<file path="src/rtl/spmsp_pkg.sv">
// package: constants and types of the serial master/slave port
package spmsp_pkg;

    // ==========================================================
    // clock and timing
    // ==========================================================
    localparam int unsigned CLK_PERIOD_NS = 10; // 100 MHz clock
    localparam logic [3:0] LAST_EDGE = 4'hF; // sixteen clock edges per byte
    localparam logic [2:0] RATE_NONE = 3'h7; // reserved code, no rate
    localparam logic [6:0] HALF_BASE = 7'h01; // half period at code 000

    // ==========================================================
    // register map (address port is two bits)
    // ==========================================================
    localparam logic [1:0] ADDR_CTRL = 2'h0; // serial_port_control_reg
    localparam logic [1:0] ADDR_STAT = 2'h1; // serial_port_status_reg
    localparam logic [1:0] ADDR_DATA = 2'h2; // serial_port_data_reg

    // control field positions
    localparam int unsigned CTRL_RATE0 = 0; // rate_sel_bit0
    localparam int unsigned CTRL_RATE1 = 1; // rate_sel_bit1
    localparam int unsigned CTRL_CPHA = 2; // clock phase
    localparam int unsigned CTRL_CPOL = 3; // clock polarity
    localparam int unsigned CTRL_MASTER_SELECT = 4; // master_select
    localparam int unsigned CTRL_SELECT_DISABLE = 5; // select_disable
    localparam int unsigned CTRL_EN = 6; // port_enable
    localparam int unsigned CTRL_RATE2 = 7; // rate_sel_bit2

    // status field positions
    localparam int unsigned STAT_TC = 7; // transfer_complete_flag
    localparam int unsigned STAT_WRITE_COLLISION_FLAG = 6; // write_collision_flag
    localparam int unsigned STAT_SSERR = 5; // select lost mid byte
    localparam int unsigned STAT_MF = 4; // mode_fault_flag
    localparam int unsigned STAT_BUSY = 0; // transfer in progress

    // reset values
    localparam logic [7:0] CTRL_RESET = 8'h00;
    localparam logic [7:0] DATA_RESET = 8'h00;
    localparam logic [6:0] DIV_RESET = 7'h00;
    localparam logic [3:0] EDGE_RESET = 4'h0;

    // ==========================================================
    // types
    // ==========================================================
    typedef enum logic [0:0] {
        SPMSP_IDLE = 1'b0,
        SPMSP_XFER = 1'b1
    } spmsp_state_t;

    // pins seen by the port
    typedef struct packed {
        logic sck; // serial clock input (slave)
        logic mosi; // master-to-slave data input (slave)
        logic miso; // slave-to-master data input (master)
        logic ss_n; // select input, active low
    } spmsp_pin_in_t;

    // pins driven by the port, enables active low
    typedef struct packed {
        logic sck_out;
        logic sck_oe_n;
        logic mosi_out;
        logic mosi_oe_n;
        logic miso_out;
        logic miso_oe_n;
    } spmsp_pin_out_t;

    // complete state of the port
    typedef struct packed {
        spmsp_state_t state;
        logic [7:0] ctrl; // control register
        logic tc; // transfer complete
        logic write_collision_flag; // write collision
        logic sserr; // select error
        logic mf; // mode fault
        logic tc_arm; // status seen with tc set
        logic write_collision_flag_arm; // status seen with write_collision_flag set
        logic mf_arm; // status seen with mf set
        logic [7:0] sh; // shift register
        logic [7:0] rx; // receive data register
        logic samp; // bit caught on the sample edge
        logic [3:0] edge_cnt; // serial clock edges in this byte
        logic [6:0] div_cnt; // rate divider
        logic sck_prev; // previous serial clock input
        spmsp_pin_out_t pin_out;
        logic irq;
        logic [7:0] rdata;
    } spmsp_regs_t;

endpackage

</file>
<file path="src/rtl/spmsp_top.sv">
// module: serial master/slave port with register port and pins
`timescale 1ns/1ps
`default_nettype none

// Contract
// - shift out and in simultaneously
// - master data line sends msb first
// - slave data line sends msb first
// - eight serial clocks per byte
// - unselected slave floats its data output
// - master watches select with mode fault
// - master with select-disable never faults
// - slave phase1 select-disable always selected
// - clearing select-disable keeps mode fault
// - rate field divides clock, 111 none
// - mode fault can raise interrupt
// - master-select chooses master or slave
// - byte end sets flag, loads receive
// - select low faults, clears enable, master
// - data write during transfer flags collision
module spmsp_top (
    input wire logic clock,
    input wire logic reset,
    input wire logic [1:0] addr,
    input wire logic [7:0] wdata,
    input wire logic wr,
    input wire logic rd,
    output logic [7:0] rdata,
    output logic irq,
    input wire spmsp_pkg::spmsp_pin_in_t pin_in,
    output spmsp_pkg::spmsp_pin_out_t pin_out
);

    // ==========================================================
    // decoding helpers
    // ==========================================================
    // half serial period in clocks for a rate code
    function automatic logic [6:0] half_period(input logic [2:0] code);
        begin
            half_period = spmsp_pkg::HALF_BASE << code;
        end
    endfunction

    // rate code gathered from the control register
    function automatic logic [2:0] rate_of(input logic [7:0] c);
        begin
            rate_of = {c[spmsp_pkg::CTRL_RATE2], c[spmsp_pkg::CTRL_RATE1],
                c[spmsp_pkg::CTRL_RATE0]};
        end
    endfunction

    // ==========================================================
    // state
    // ==========================================================
    spmsp_pkg::spmsp_regs_t q_ff; // registered state
    spmsp_pkg::spmsp_regs_t nxt_q; // next state
    logic en; // port enabled
    logic master_select; // master mode
    logic cpha; // clock phase
    logic cpol; // clock polarity
    logic select_disable; // select disabled
    logic sel; // slave selected
    logic wr_ctrl; // control write
    logic rd_stat; // status read
    logic rd_data; // data read
    logic wr_data; // data write

    assign en = q_ff.ctrl[spmsp_pkg::CTRL_EN];
    assign master_select = q_ff.ctrl[spmsp_pkg::CTRL_MASTER_SELECT];
    assign cpha = q_ff.ctrl[spmsp_pkg::CTRL_CPHA];
    assign cpol = q_ff.ctrl[spmsp_pkg::CTRL_CPOL];
    assign select_disable = q_ff.ctrl[spmsp_pkg::CTRL_SELECT_DISABLE];
    assign sel = !pin_in.ss_n || (cpha && select_disable);
    assign wr_ctrl = wr && (addr == spmsp_pkg::ADDR_CTRL);
    assign rd_stat = rd && (addr == spmsp_pkg::ADDR_STAT);
    assign rd_data = rd && (addr == spmsp_pkg::ADDR_DATA);
    assign wr_data = wr && (addr == spmsp_pkg::ADDR_DATA);

    // ==========================================================
    // next-state logic
    // ==========================================================
    // register port, serial engine, faults and pin drive
    always_comb
    begin
        logic do_edge; // a serial clock edge occurs now
        logic leading; // the edge leaves the idle level
        logic din; // serial data input for this mode
        logic [7:0] rx_byte; // completed byte
        do_edge = 1'b0;
        leading = 1'b0;
        din = 1'b0;
        rx_byte = 8'h00;
        nxt_q = q_ff;
        nxt_q.rdata = 8'h00;

        // read data, valid one cycle after the strobe
        if (rd)
        begin
            unique case (addr)
                spmsp_pkg::ADDR_CTRL: nxt_q.rdata = q_ff.ctrl;
                spmsp_pkg::ADDR_STAT:
                begin
                    nxt_q.rdata[spmsp_pkg::STAT_TC] = q_ff.tc;
                    nxt_q.rdata[spmsp_pkg::STAT_WRITE_COLLISION_FLAG] = q_ff.write_collision_flag;
                    nxt_q.rdata[spmsp_pkg::STAT_SSERR] = q_ff.sserr;
                    nxt_q.rdata[spmsp_pkg::STAT_MF] = q_ff.mf;
                    nxt_q.rdata[spmsp_pkg::STAT_BUSY] = q_ff.state;
                end
                spmsp_pkg::ADDR_DATA: nxt_q.rdata = q_ff.rx;
                default: nxt_q.rdata = 8'h00; // unmapped reads zero
            endcase
        end

        // status read arms the clearing sequences
        if (rd_stat)
        begin
            nxt_q.tc_arm = q_ff.tc;
            nxt_q.write_collision_flag_arm = q_ff.write_collision_flag;
            nxt_q.mf_arm = q_ff.mf;
        end
        // data read after armed status read clears transfer complete
        if (rd_data && q_ff.tc_arm)
        begin
            nxt_q.tc = 1'b0;
            nxt_q.tc_arm = 1'b0;
        end
        // any data access after armed status read clears collision
        if ((rd_data || wr_data) && q_ff.write_collision_flag_arm)
        begin
            nxt_q.write_collision_flag = 1'b0;
            nxt_q.write_collision_flag_arm = 1'b0;
        end

        // control write; mode fault only cleared by its own sequence
        if (wr_ctrl)
        begin
            nxt_q.ctrl = wdata;
            if (q_ff.mf_arm)
            begin
                nxt_q.mf = 1'b0;
                nxt_q.mf_arm = 1'b0;
            end
            if (!wdata[spmsp_pkg::CTRL_EN])
                nxt_q.sserr = 1'b0;
        end

        // data write: collision while busy, else load shift register if enabled
        if (wr_data)
        begin
            if (q_ff.state == spmsp_pkg::SPMSP_XFER)
                nxt_q.write_collision_flag = 1'b1;
            else if (en)
            begin
                nxt_q.sh = wdata;
                if (master_select)
                begin
                    nxt_q.state = spmsp_pkg::SPMSP_XFER;
                    nxt_q.edge_cnt = spmsp_pkg::EDGE_RESET;
                    nxt_q.div_cnt = spmsp_pkg::DIV_RESET;
                end
            end
        end

        nxt_q.sck_prev = pin_in.sck;
        // master engine: divider makes the serial clock edges
        if (en && master_select && q_ff.state == spmsp_pkg::SPMSP_XFER)
        begin
            if (rate_of(q_ff.ctrl) != spmsp_pkg::RATE_NONE)
            begin
                if (q_ff.div_cnt + 7'h01 == half_period(rate_of(q_ff.ctrl)))
                begin
                    nxt_q.div_cnt = spmsp_pkg::DIV_RESET;
                    do_edge = 1'b1;
                    leading = (q_ff.pin_out.sck_out == cpol);
                    nxt_q.pin_out.sck_out = !q_ff.pin_out.sck_out;
                end
                else
                    nxt_q.div_cnt = q_ff.div_cnt + 7'h01;
            end
            din = pin_in.miso;
        end
        // slave engine: edges come from the serial clock input
        else if (en && !master_select)
        begin
            din = pin_in.mosi;
            if (!sel)
            begin
                if (q_ff.state == spmsp_pkg::SPMSP_XFER)
                    nxt_q.sserr = 1'b1;
                nxt_q.state = spmsp_pkg::SPMSP_IDLE;
                nxt_q.edge_cnt = spmsp_pkg::EDGE_RESET;
            end
            else if (pin_in.sck != q_ff.sck_prev)
            begin
                do_edge = 1'b1;
                leading = (q_ff.sck_prev == cpol);
                nxt_q.state = spmsp_pkg::SPMSP_XFER;
            end
        end

        // shared edge handling for all four clock modes
        if (do_edge)
        begin
            if (leading ^ cpha)
                nxt_q.samp = din;
            else if (!(cpha && q_ff.edge_cnt == spmsp_pkg::EDGE_RESET))
                nxt_q.sh = {q_ff.sh[6:0], q_ff.samp};
            if (q_ff.edge_cnt == spmsp_pkg::LAST_EDGE)
            begin
                rx_byte = cpha ? {q_ff.sh[6:0], din} : {q_ff.sh[6:0], q_ff.samp};
                nxt_q.rx = rx_byte;
                nxt_q.sh = rx_byte;
                nxt_q.tc = 1'b1;
                nxt_q.state = spmsp_pkg::SPMSP_IDLE;
                nxt_q.edge_cnt = spmsp_pkg::EDGE_RESET;
            end
            else
                nxt_q.edge_cnt = q_ff.edge_cnt + 4'h1;
        end

        // mode fault: select pulled low while master
        if (en && master_select && !select_disable && !pin_in.ss_n)
        begin
            nxt_q.mf = 1'b1;
            nxt_q.ctrl[spmsp_pkg::CTRL_EN] = 1'b0;
            nxt_q.ctrl[spmsp_pkg::CTRL_MASTER_SELECT] = 1'b0;
        end

        // disabled port stops any byte in flight
        if (!nxt_q.ctrl[spmsp_pkg::CTRL_EN])
        begin
            nxt_q.state = spmsp_pkg::SPMSP_IDLE;
            nxt_q.edge_cnt = spmsp_pkg::EDGE_RESET;
        end

        // pin drive from the next state
        if (!(nxt_q.ctrl[spmsp_pkg::CTRL_MASTER_SELECT] && nxt_q.state == spmsp_pkg::SPMSP_XFER))
            nxt_q.pin_out.sck_out = nxt_q.ctrl[spmsp_pkg::CTRL_CPOL];
        nxt_q.pin_out.sck_oe_n = !(nxt_q.ctrl[spmsp_pkg::CTRL_EN]
            && nxt_q.ctrl[spmsp_pkg::CTRL_MASTER_SELECT]);
        nxt_q.pin_out.mosi_oe_n = nxt_q.pin_out.sck_oe_n;
        nxt_q.pin_out.mosi_out = nxt_q.sh[7];
        nxt_q.pin_out.miso_out = nxt_q.sh[7];
        nxt_q.pin_out.miso_oe_n = !(nxt_q.ctrl[spmsp_pkg::CTRL_EN]
            && !nxt_q.ctrl[spmsp_pkg::CTRL_MASTER_SELECT] && sel);
        nxt_q.irq = nxt_q.tc || (nxt_q.mf && !nxt_q.ctrl[spmsp_pkg::CTRL_SELECT_DISABLE]);
    end

    // ==========================================================
    // state register
    // ==========================================================
    // synchronous reset to an idle, disabled port
    always_ff @(posedge clock)
    begin
        if (reset)
        begin
            q_ff <= '0;
            q_ff.ctrl <= spmsp_pkg::CTRL_RESET;
            q_ff.sh <= spmsp_pkg::DATA_RESET;
            q_ff.rx <= spmsp_pkg::DATA_RESET;
            q_ff.pin_out.sck_oe_n <= 1'b1;
            q_ff.pin_out.mosi_oe_n <= 1'b1;
            q_ff.pin_out.miso_oe_n <= 1'b1;
        end
        else
            q_ff <= nxt_q;
    end

    assign rdata = q_ff.rdata;
    assign irq = q_ff.irq;
    assign pin_out = q_ff.pin_out;

    // ==========================================================
    // assertions
    // ==========================================================
    logic [4:0] tog_cnt_ff; // serial clock toggles in a master byte

    // helper: counts master clock toggles since the byte started
    always_ff @(posedge clock)
    begin
        if (reset || (wr_data && q_ff.state == spmsp_pkg::SPMSP_IDLE))
            tog_cnt_ff <= 5'h00;
        else if (q_ff.pin_out.sck_out != nxt_q.pin_out.sck_out)
            tog_cnt_ff <= tog_cnt_ff + 5'h01;
    end

    property p_reset_idle;
        @(posedge clock) disable iff (reset)
        $fell(reset) |-> (q_ff.state == spmsp_pkg::SPMSP_IDLE) && !q_ff.tc
            && !q_ff.mf && !q_ff.write_collision_flag && q_ff.pin_out.sck_oe_n;
    endproperty
    a_reset_idle: assert property (p_reset_idle)
        else $error("port not idle after reset");

    property p_fault_clears;
        @(posedge clock) disable iff (reset)
        $rose(q_ff.mf) |-> !q_ff.ctrl[spmsp_pkg::CTRL_EN]
            && !q_ff.ctrl[spmsp_pkg::CTRL_MASTER_SELECT] && q_ff.irq ##1 q_ff.pin_out.sck_oe_n;
    endproperty
    a_fault_clears: assert property (p_fault_clears)
        else $error("mode fault did not stop master");

    property p_select_disable_no_fault;
        @(posedge clock) disable iff (reset)
        (master_select && select_disable && !q_ff.mf && !wr_ctrl) |=> !q_ff.mf;
    endproperty
    a_select_disable_no_fault: assert property (p_select_disable_no_fault)
        else $error("mode fault set with select disabled");

    property p_miso_float;
        @(posedge clock) disable iff (reset)
        (!master_select && pin_in.ss_n && !(cpha && select_disable) && !wr_ctrl) |=> q_ff.pin_out.miso_oe_n;
    endproperty
    a_miso_float: assert property (p_miso_float)
        else $error("unselected slave drives data out");

    property p_forced_select;
        @(posedge clock) disable iff (reset)
        (en && !master_select && cpha && select_disable && !wr_ctrl) |=> !q_ff.pin_out.miso_oe_n;
    endproperty
    a_forced_select: assert property (p_forced_select)
        else $error("forced-select slave not driving");

    property p_fast_rate;
        @(posedge clock) disable iff (reset)
        (en && master_select && q_ff.state == spmsp_pkg::SPMSP_XFER && pin_in.ss_n
            && rate_of(q_ff.ctrl) == 3'h0 && !wr_ctrl)
            |=> q_ff.pin_out.sck_out != $past(q_ff.pin_out.sck_out);
    endproperty
    a_fast_rate: assert property (p_fast_rate)
        else $error("divide-by-two rate not toggling");

    property p_no_rate;
        @(posedge clock) disable iff (reset)
        (master_select && rate_of(q_ff.ctrl) == spmsp_pkg::RATE_NONE && !wr) |=> $stable(q_ff.pin_out.sck_out);
    endproperty
    a_no_rate: assert property (p_no_rate)
        else $error("serial clock moved on reserved rate");

    property p_sixteen_edges;
        @(posedge clock) disable iff (reset)
        ($rose(q_ff.tc) && master_select) |-> tog_cnt_ff == 5'h10;
    endproperty
    a_sixteen_edges: assert property (p_sixteen_edges)
        else $error("master byte not eight clocks");

    property p_tc_loads_rx;
        @(posedge clock) disable iff (reset)
        $rose(q_ff.tc) |-> $past(q_ff.state) == spmsp_pkg::SPMSP_XFER && q_ff.rx == q_ff.sh;
    endproperty
    a_tc_loads_rx: assert property (p_tc_loads_rx)
        else $error("receive register not loaded at byte end");

    property p_collision;
        @(posedge clock) disable iff (reset)
        (wr_data && q_ff.state == spmsp_pkg::SPMSP_XFER)
            |=> (q_ff.write_collision_flag && q_ff.state == spmsp_pkg::SPMSP_XFER) or q_ff.tc;
    endproperty
    a_collision: assert property (p_collision)
        else $error("collision not flagged");

    property p_msb_first;
        @(posedge clock) disable iff (reset)
        (wr_data && en && master_select && q_ff.state == spmsp_pkg::SPMSP_IDLE && pin_in.ss_n)
            |=> q_ff.pin_out.mosi_out == $past(wdata[7]);
    endproperty
    a_msb_first: assert property (p_msb_first)
        else $error("first master bit is not msb");

    c_master_byte: cover property (@(posedge clock) disable iff (reset) $rose(q_ff.tc) && master_select);
    c_slave_byte: cover property (@(posedge clock) disable iff (reset) $rose(q_ff.tc) && !master_select);
    c_mode_fault: cover property (@(posedge clock) disable iff (reset) $rose(q_ff.mf));
    c_collision: cover property (@(posedge clock) disable iff (reset) $rose(q_ff.write_collision_flag));

endmodule
`default_nettype wire

</file>
<file path="config.mk">
export PLATFORM = sky130hd
export DESIGN_NAME = spmsp_top
export DESIGN_NICKNAME = d
export VERILOG_FILES = /design/src/rtl/spmsp_pkg.sv /design/src/rtl/spmsp_top.sv
export SDC_FILE = /design/constraint.sdc
export NUM_CORES = 1
export LEC_CHECK = 0
export BUFFER_PORTS_ARGS = -buffer_cell sky130_fd_sc_hd__buf_2
export CORE_UTILIZATION = 25
export DETAILED_ROUTE_END_ITERATION = 6
export REMOVE_ABC_BUFFERS = 1
export SETUP_SLACK_MARGIN = 0.5
export SYNTH_ARGS = -nofsm -noshare
export SYNTH_HDL_FRONTEND = slang
export SYNTH_SLANG_ARGS = --single-unit
</file>
<file path="constraint.sdc">
create_clock -name clock -period 8.15 [get_ports clock]
set_input_delay 1.2225 -clock clock [delete_from_list [all_inputs] [get_ports clock]]
set_output_delay 1.2225 -clock clock [all_outputs]
set_load 0.005 [all_outputs]
</file>
==> impl_results.md <==
- Post-synth EDFFs: 0
- Drt first-iter violations: 104
- Critical Path Fanout Max: 12
- Mean area per synthesized cell: 8.58 sq um
- Worst Path Arrival: about 3600 ps
- R2R depth: 7
- Final setup fails: 0
- HPWL after detailed placement: between 5000 and 6000 um
- CP Launch Type: input pin
- Ys async rst share: 0%
- CTS Buf Count: 9
- Status: finished with violations
- Drt total wl: 7270 um
- Post-Synthesis Cells: 353
- Hold Worst Slack: 469 ps
- Drt wl/cell: 14.3 um
- RR Endpoint: q_ff[31]$_SDFFE_PP0P_
- Synth top area cells: dfxtp_1, mux2i_1, nor2_1, buf_4, a21oi_1
- Most used DFF post-synth: dfxtp_1
- FF-to-FF Start: master_select$_SDFF_PP0_
- Worst hold path class: register to register
- VDD IR max: ~0.087 mV
- Final WS setup: 4780 ps
- Vias: 2475
- Sequential share of the synthesized area: 37.7%
- Max_slew headroom: 24.9%
- Final worst path period share: 41.4%
- Max-cap violations: 0
- Area Overhead vs Synth: 13.6%
- Pre-CTS setup slack: 4470 ps
- DR pass1 iterations: 6
- RSZ-0062 raised after global routing: no
- Chip width: 112 um
- Seq cells post-synth: between 50 and 60
- Clock Path Buffers: 2
- Drt via density: 4.86
- TritonCTS clock tree: done
- CTS Root Cell: clkbuf_16
- Slew Limit Fails: 0
- Power Density: approximately 190 mW/mm^2
- Max H-tree Level: 3
- Ys Warns: 0
- Min Tclk post-route: 3370 ps
- Die height: around 110 um
- Mapped Area: 0.00303 sq mm
- Most frequent cell after synthesis: dfxtp_1
- Fin. Hold Viols: 0
- Static leakage: 1.26 nW
- Setup crit start: pin_in[0]
- Setup Skew: 5.89 ps
- WP data required: approximately 8300 ps
- Die area: 0.0126 sq mm
- ANT nets after route: 0
- Worst Setup End Kind: register
- Clk slew on worst S/H paths: 50 ps
- First-pass GRT wire length: approximately 12000 um
- Starting density of the core: 26.1%
- Post-cts resize count: 0
- Worst skew pair latency: 320 ps
- Post-synth top area share: 37.7%
- CP endpoint: q_ff[31]$_SDFFE_PP0P_
- Upper clock frequency limit: 0.297 GHz
- Boundary pin count: 33
- Std cell rows: 39
- Pin count of the biggest net entering global routing: 46
- GRT Util Overall: 12.2%
- Setup slack, reg-to-reg: roughly 4800 ps
- Yosys top cell by area: dfxtp_1
- Post-synth top cells: dfxtp_1, nor2_1, mux2i_1
- CTS sink cnt: 57
- Layout cells sized above 1: between 10% and 20%
- Worst Tran Pin Value: roughly 1100 ps
- Initial antenna violation count: 0
- Placer Congestion: 0.783
- CP Class: input pin to register
- TNS Setup: 0 ps
- Core area: 0.0116 sq mm
- IO buf count: 32
- Vias in the first global route: 2349
- Library cells used by synthesis: 48
- Setup bufs post-CTS: 0
- DR DRC count: 4
- Violated checks: DRC
- Gr ovfl total: 0
- Post-cts hold buffer count: 0
- Layout Nets: 382
cells in the final DEF, fill, tap and decap left out, types with 4 or more instances in the layout:
master,synthesis,final
nand3b_1,5,5
nand2b_1,8,8
nor2b_1,14,14
nor3_1,8,8
mux2i_1,36,36
clkbuf_16,0,9
a21oi_1,24,24
xor2_1,4,4
or3_1,4,4
xnor2_1,8,8
dfxtp_1,57,57
mux2_2,8,8
nor2_1,51,51
buf_2,2,32
nand3_1,12,12
inv_1,4,4
o21ai_0,15,15
nand2_1,17,17
per-stage QoR:
step	power (W)	util [%]	std cells	instance area [sq um]
after floorplan	0.000306	-	317	2820
final	0.000651	29.6	509	3440
after CTS	0.000659	29.6	508	3440
after global placement	0.000322	27.3	493	3180
after detailed placement	0.000323	27.3	493	3180
after global routing	0.000675	29.6	508	3440
worst max-delay path, stage by stage:
cell,delay [ps]
buf_2,100
a21boi_1,150
or3_1,580
o41a_1,190
a211oi_2,940
mux2i_1,290
nor2_1,60
flip-flops by register name, indices dropped and copies added, names as in the netlist:
name and cells:
rdata 8, master_select 1, pin_out 3, q_ff 41
irq 1, cpol 1, cpha 1, en 1
how the worst min path moves through the flow:
stage                           from                     to  slack (ps)  depth (start not counted)
6_report       q_ff[45]$_SDFFE_PP0P_  q_ff[45]$_SDFFE_PP0P_         470                          2
3_5_place_dp   q_ff[45]$_SDFFE_PP0P_  q_ff[45]$_SDFFE_PP0P_         450                          2
4_1_cts        q_ff[45]$_SDFFE_PP0P_  q_ff[45]$_SDFFE_PP0P_         460                          2
5_1_grt        q_ff[45]$_SDFFE_PP0P_  q_ff[45]$_SDFFE_PP0P_         500                          2
2_1_floorplan  q_ff[45]$_SDFFE_PP0P_  q_ff[45]$_SDFFE_PP0P_         430                          2
3_3_place_gp   q_ff[45]$_SDFFE_PP0P_  q_ff[45]$_SDFFE_PP0P_         440                          2
cells by family after synthesis:
| group | Yosys count | synth area share, % |
|---|---|---|
| multiplexers | 44 | 14.9 |
| adder cells (fa/ha/maj) | 3 | 1.24 |
| flip-flops | 57 | 37.7 |
| buffers and inverters | 40 | 7.27 |
| XOR/XNOR | 12 | 3.47 |
| AND/OR/NAND/NOR | 134 | 22.2 |
| AO/OA/AOI/OAI | 63 | 13.3 |
routing by layer:
layer	global-route usage (%)	up-vias	wire [um]
li1	-	1237	-
met1	16.5	1175	3540
met2	18.6	51	3300
met3	2.75	12	293
met4	5.33	0	146
met5	0	-	0
where the power goes:
| part | internal [W] | total [W] | switching [W] |
|---|---|---|---|
| Combinational | 0.0000124 | 0.0000313 | 0.0000188 |
| Clock | 0.000211 | 0.000333 | 0.000123 |
| Sequential | 0.000282 | 0.000286 | 0.00000441 |
area by class of cell:
class	instances	area, sq um
clock buffers	12	246
flip-flops and latches	57	1140
repair buffers	33	168
clock inverters	3	17.5
fillers	1234	8170
well taps	143	179
inverters	4	15.0
multi-input cells	256	1670
diodes	1	2.50
(Power assumes the default switching activity.)
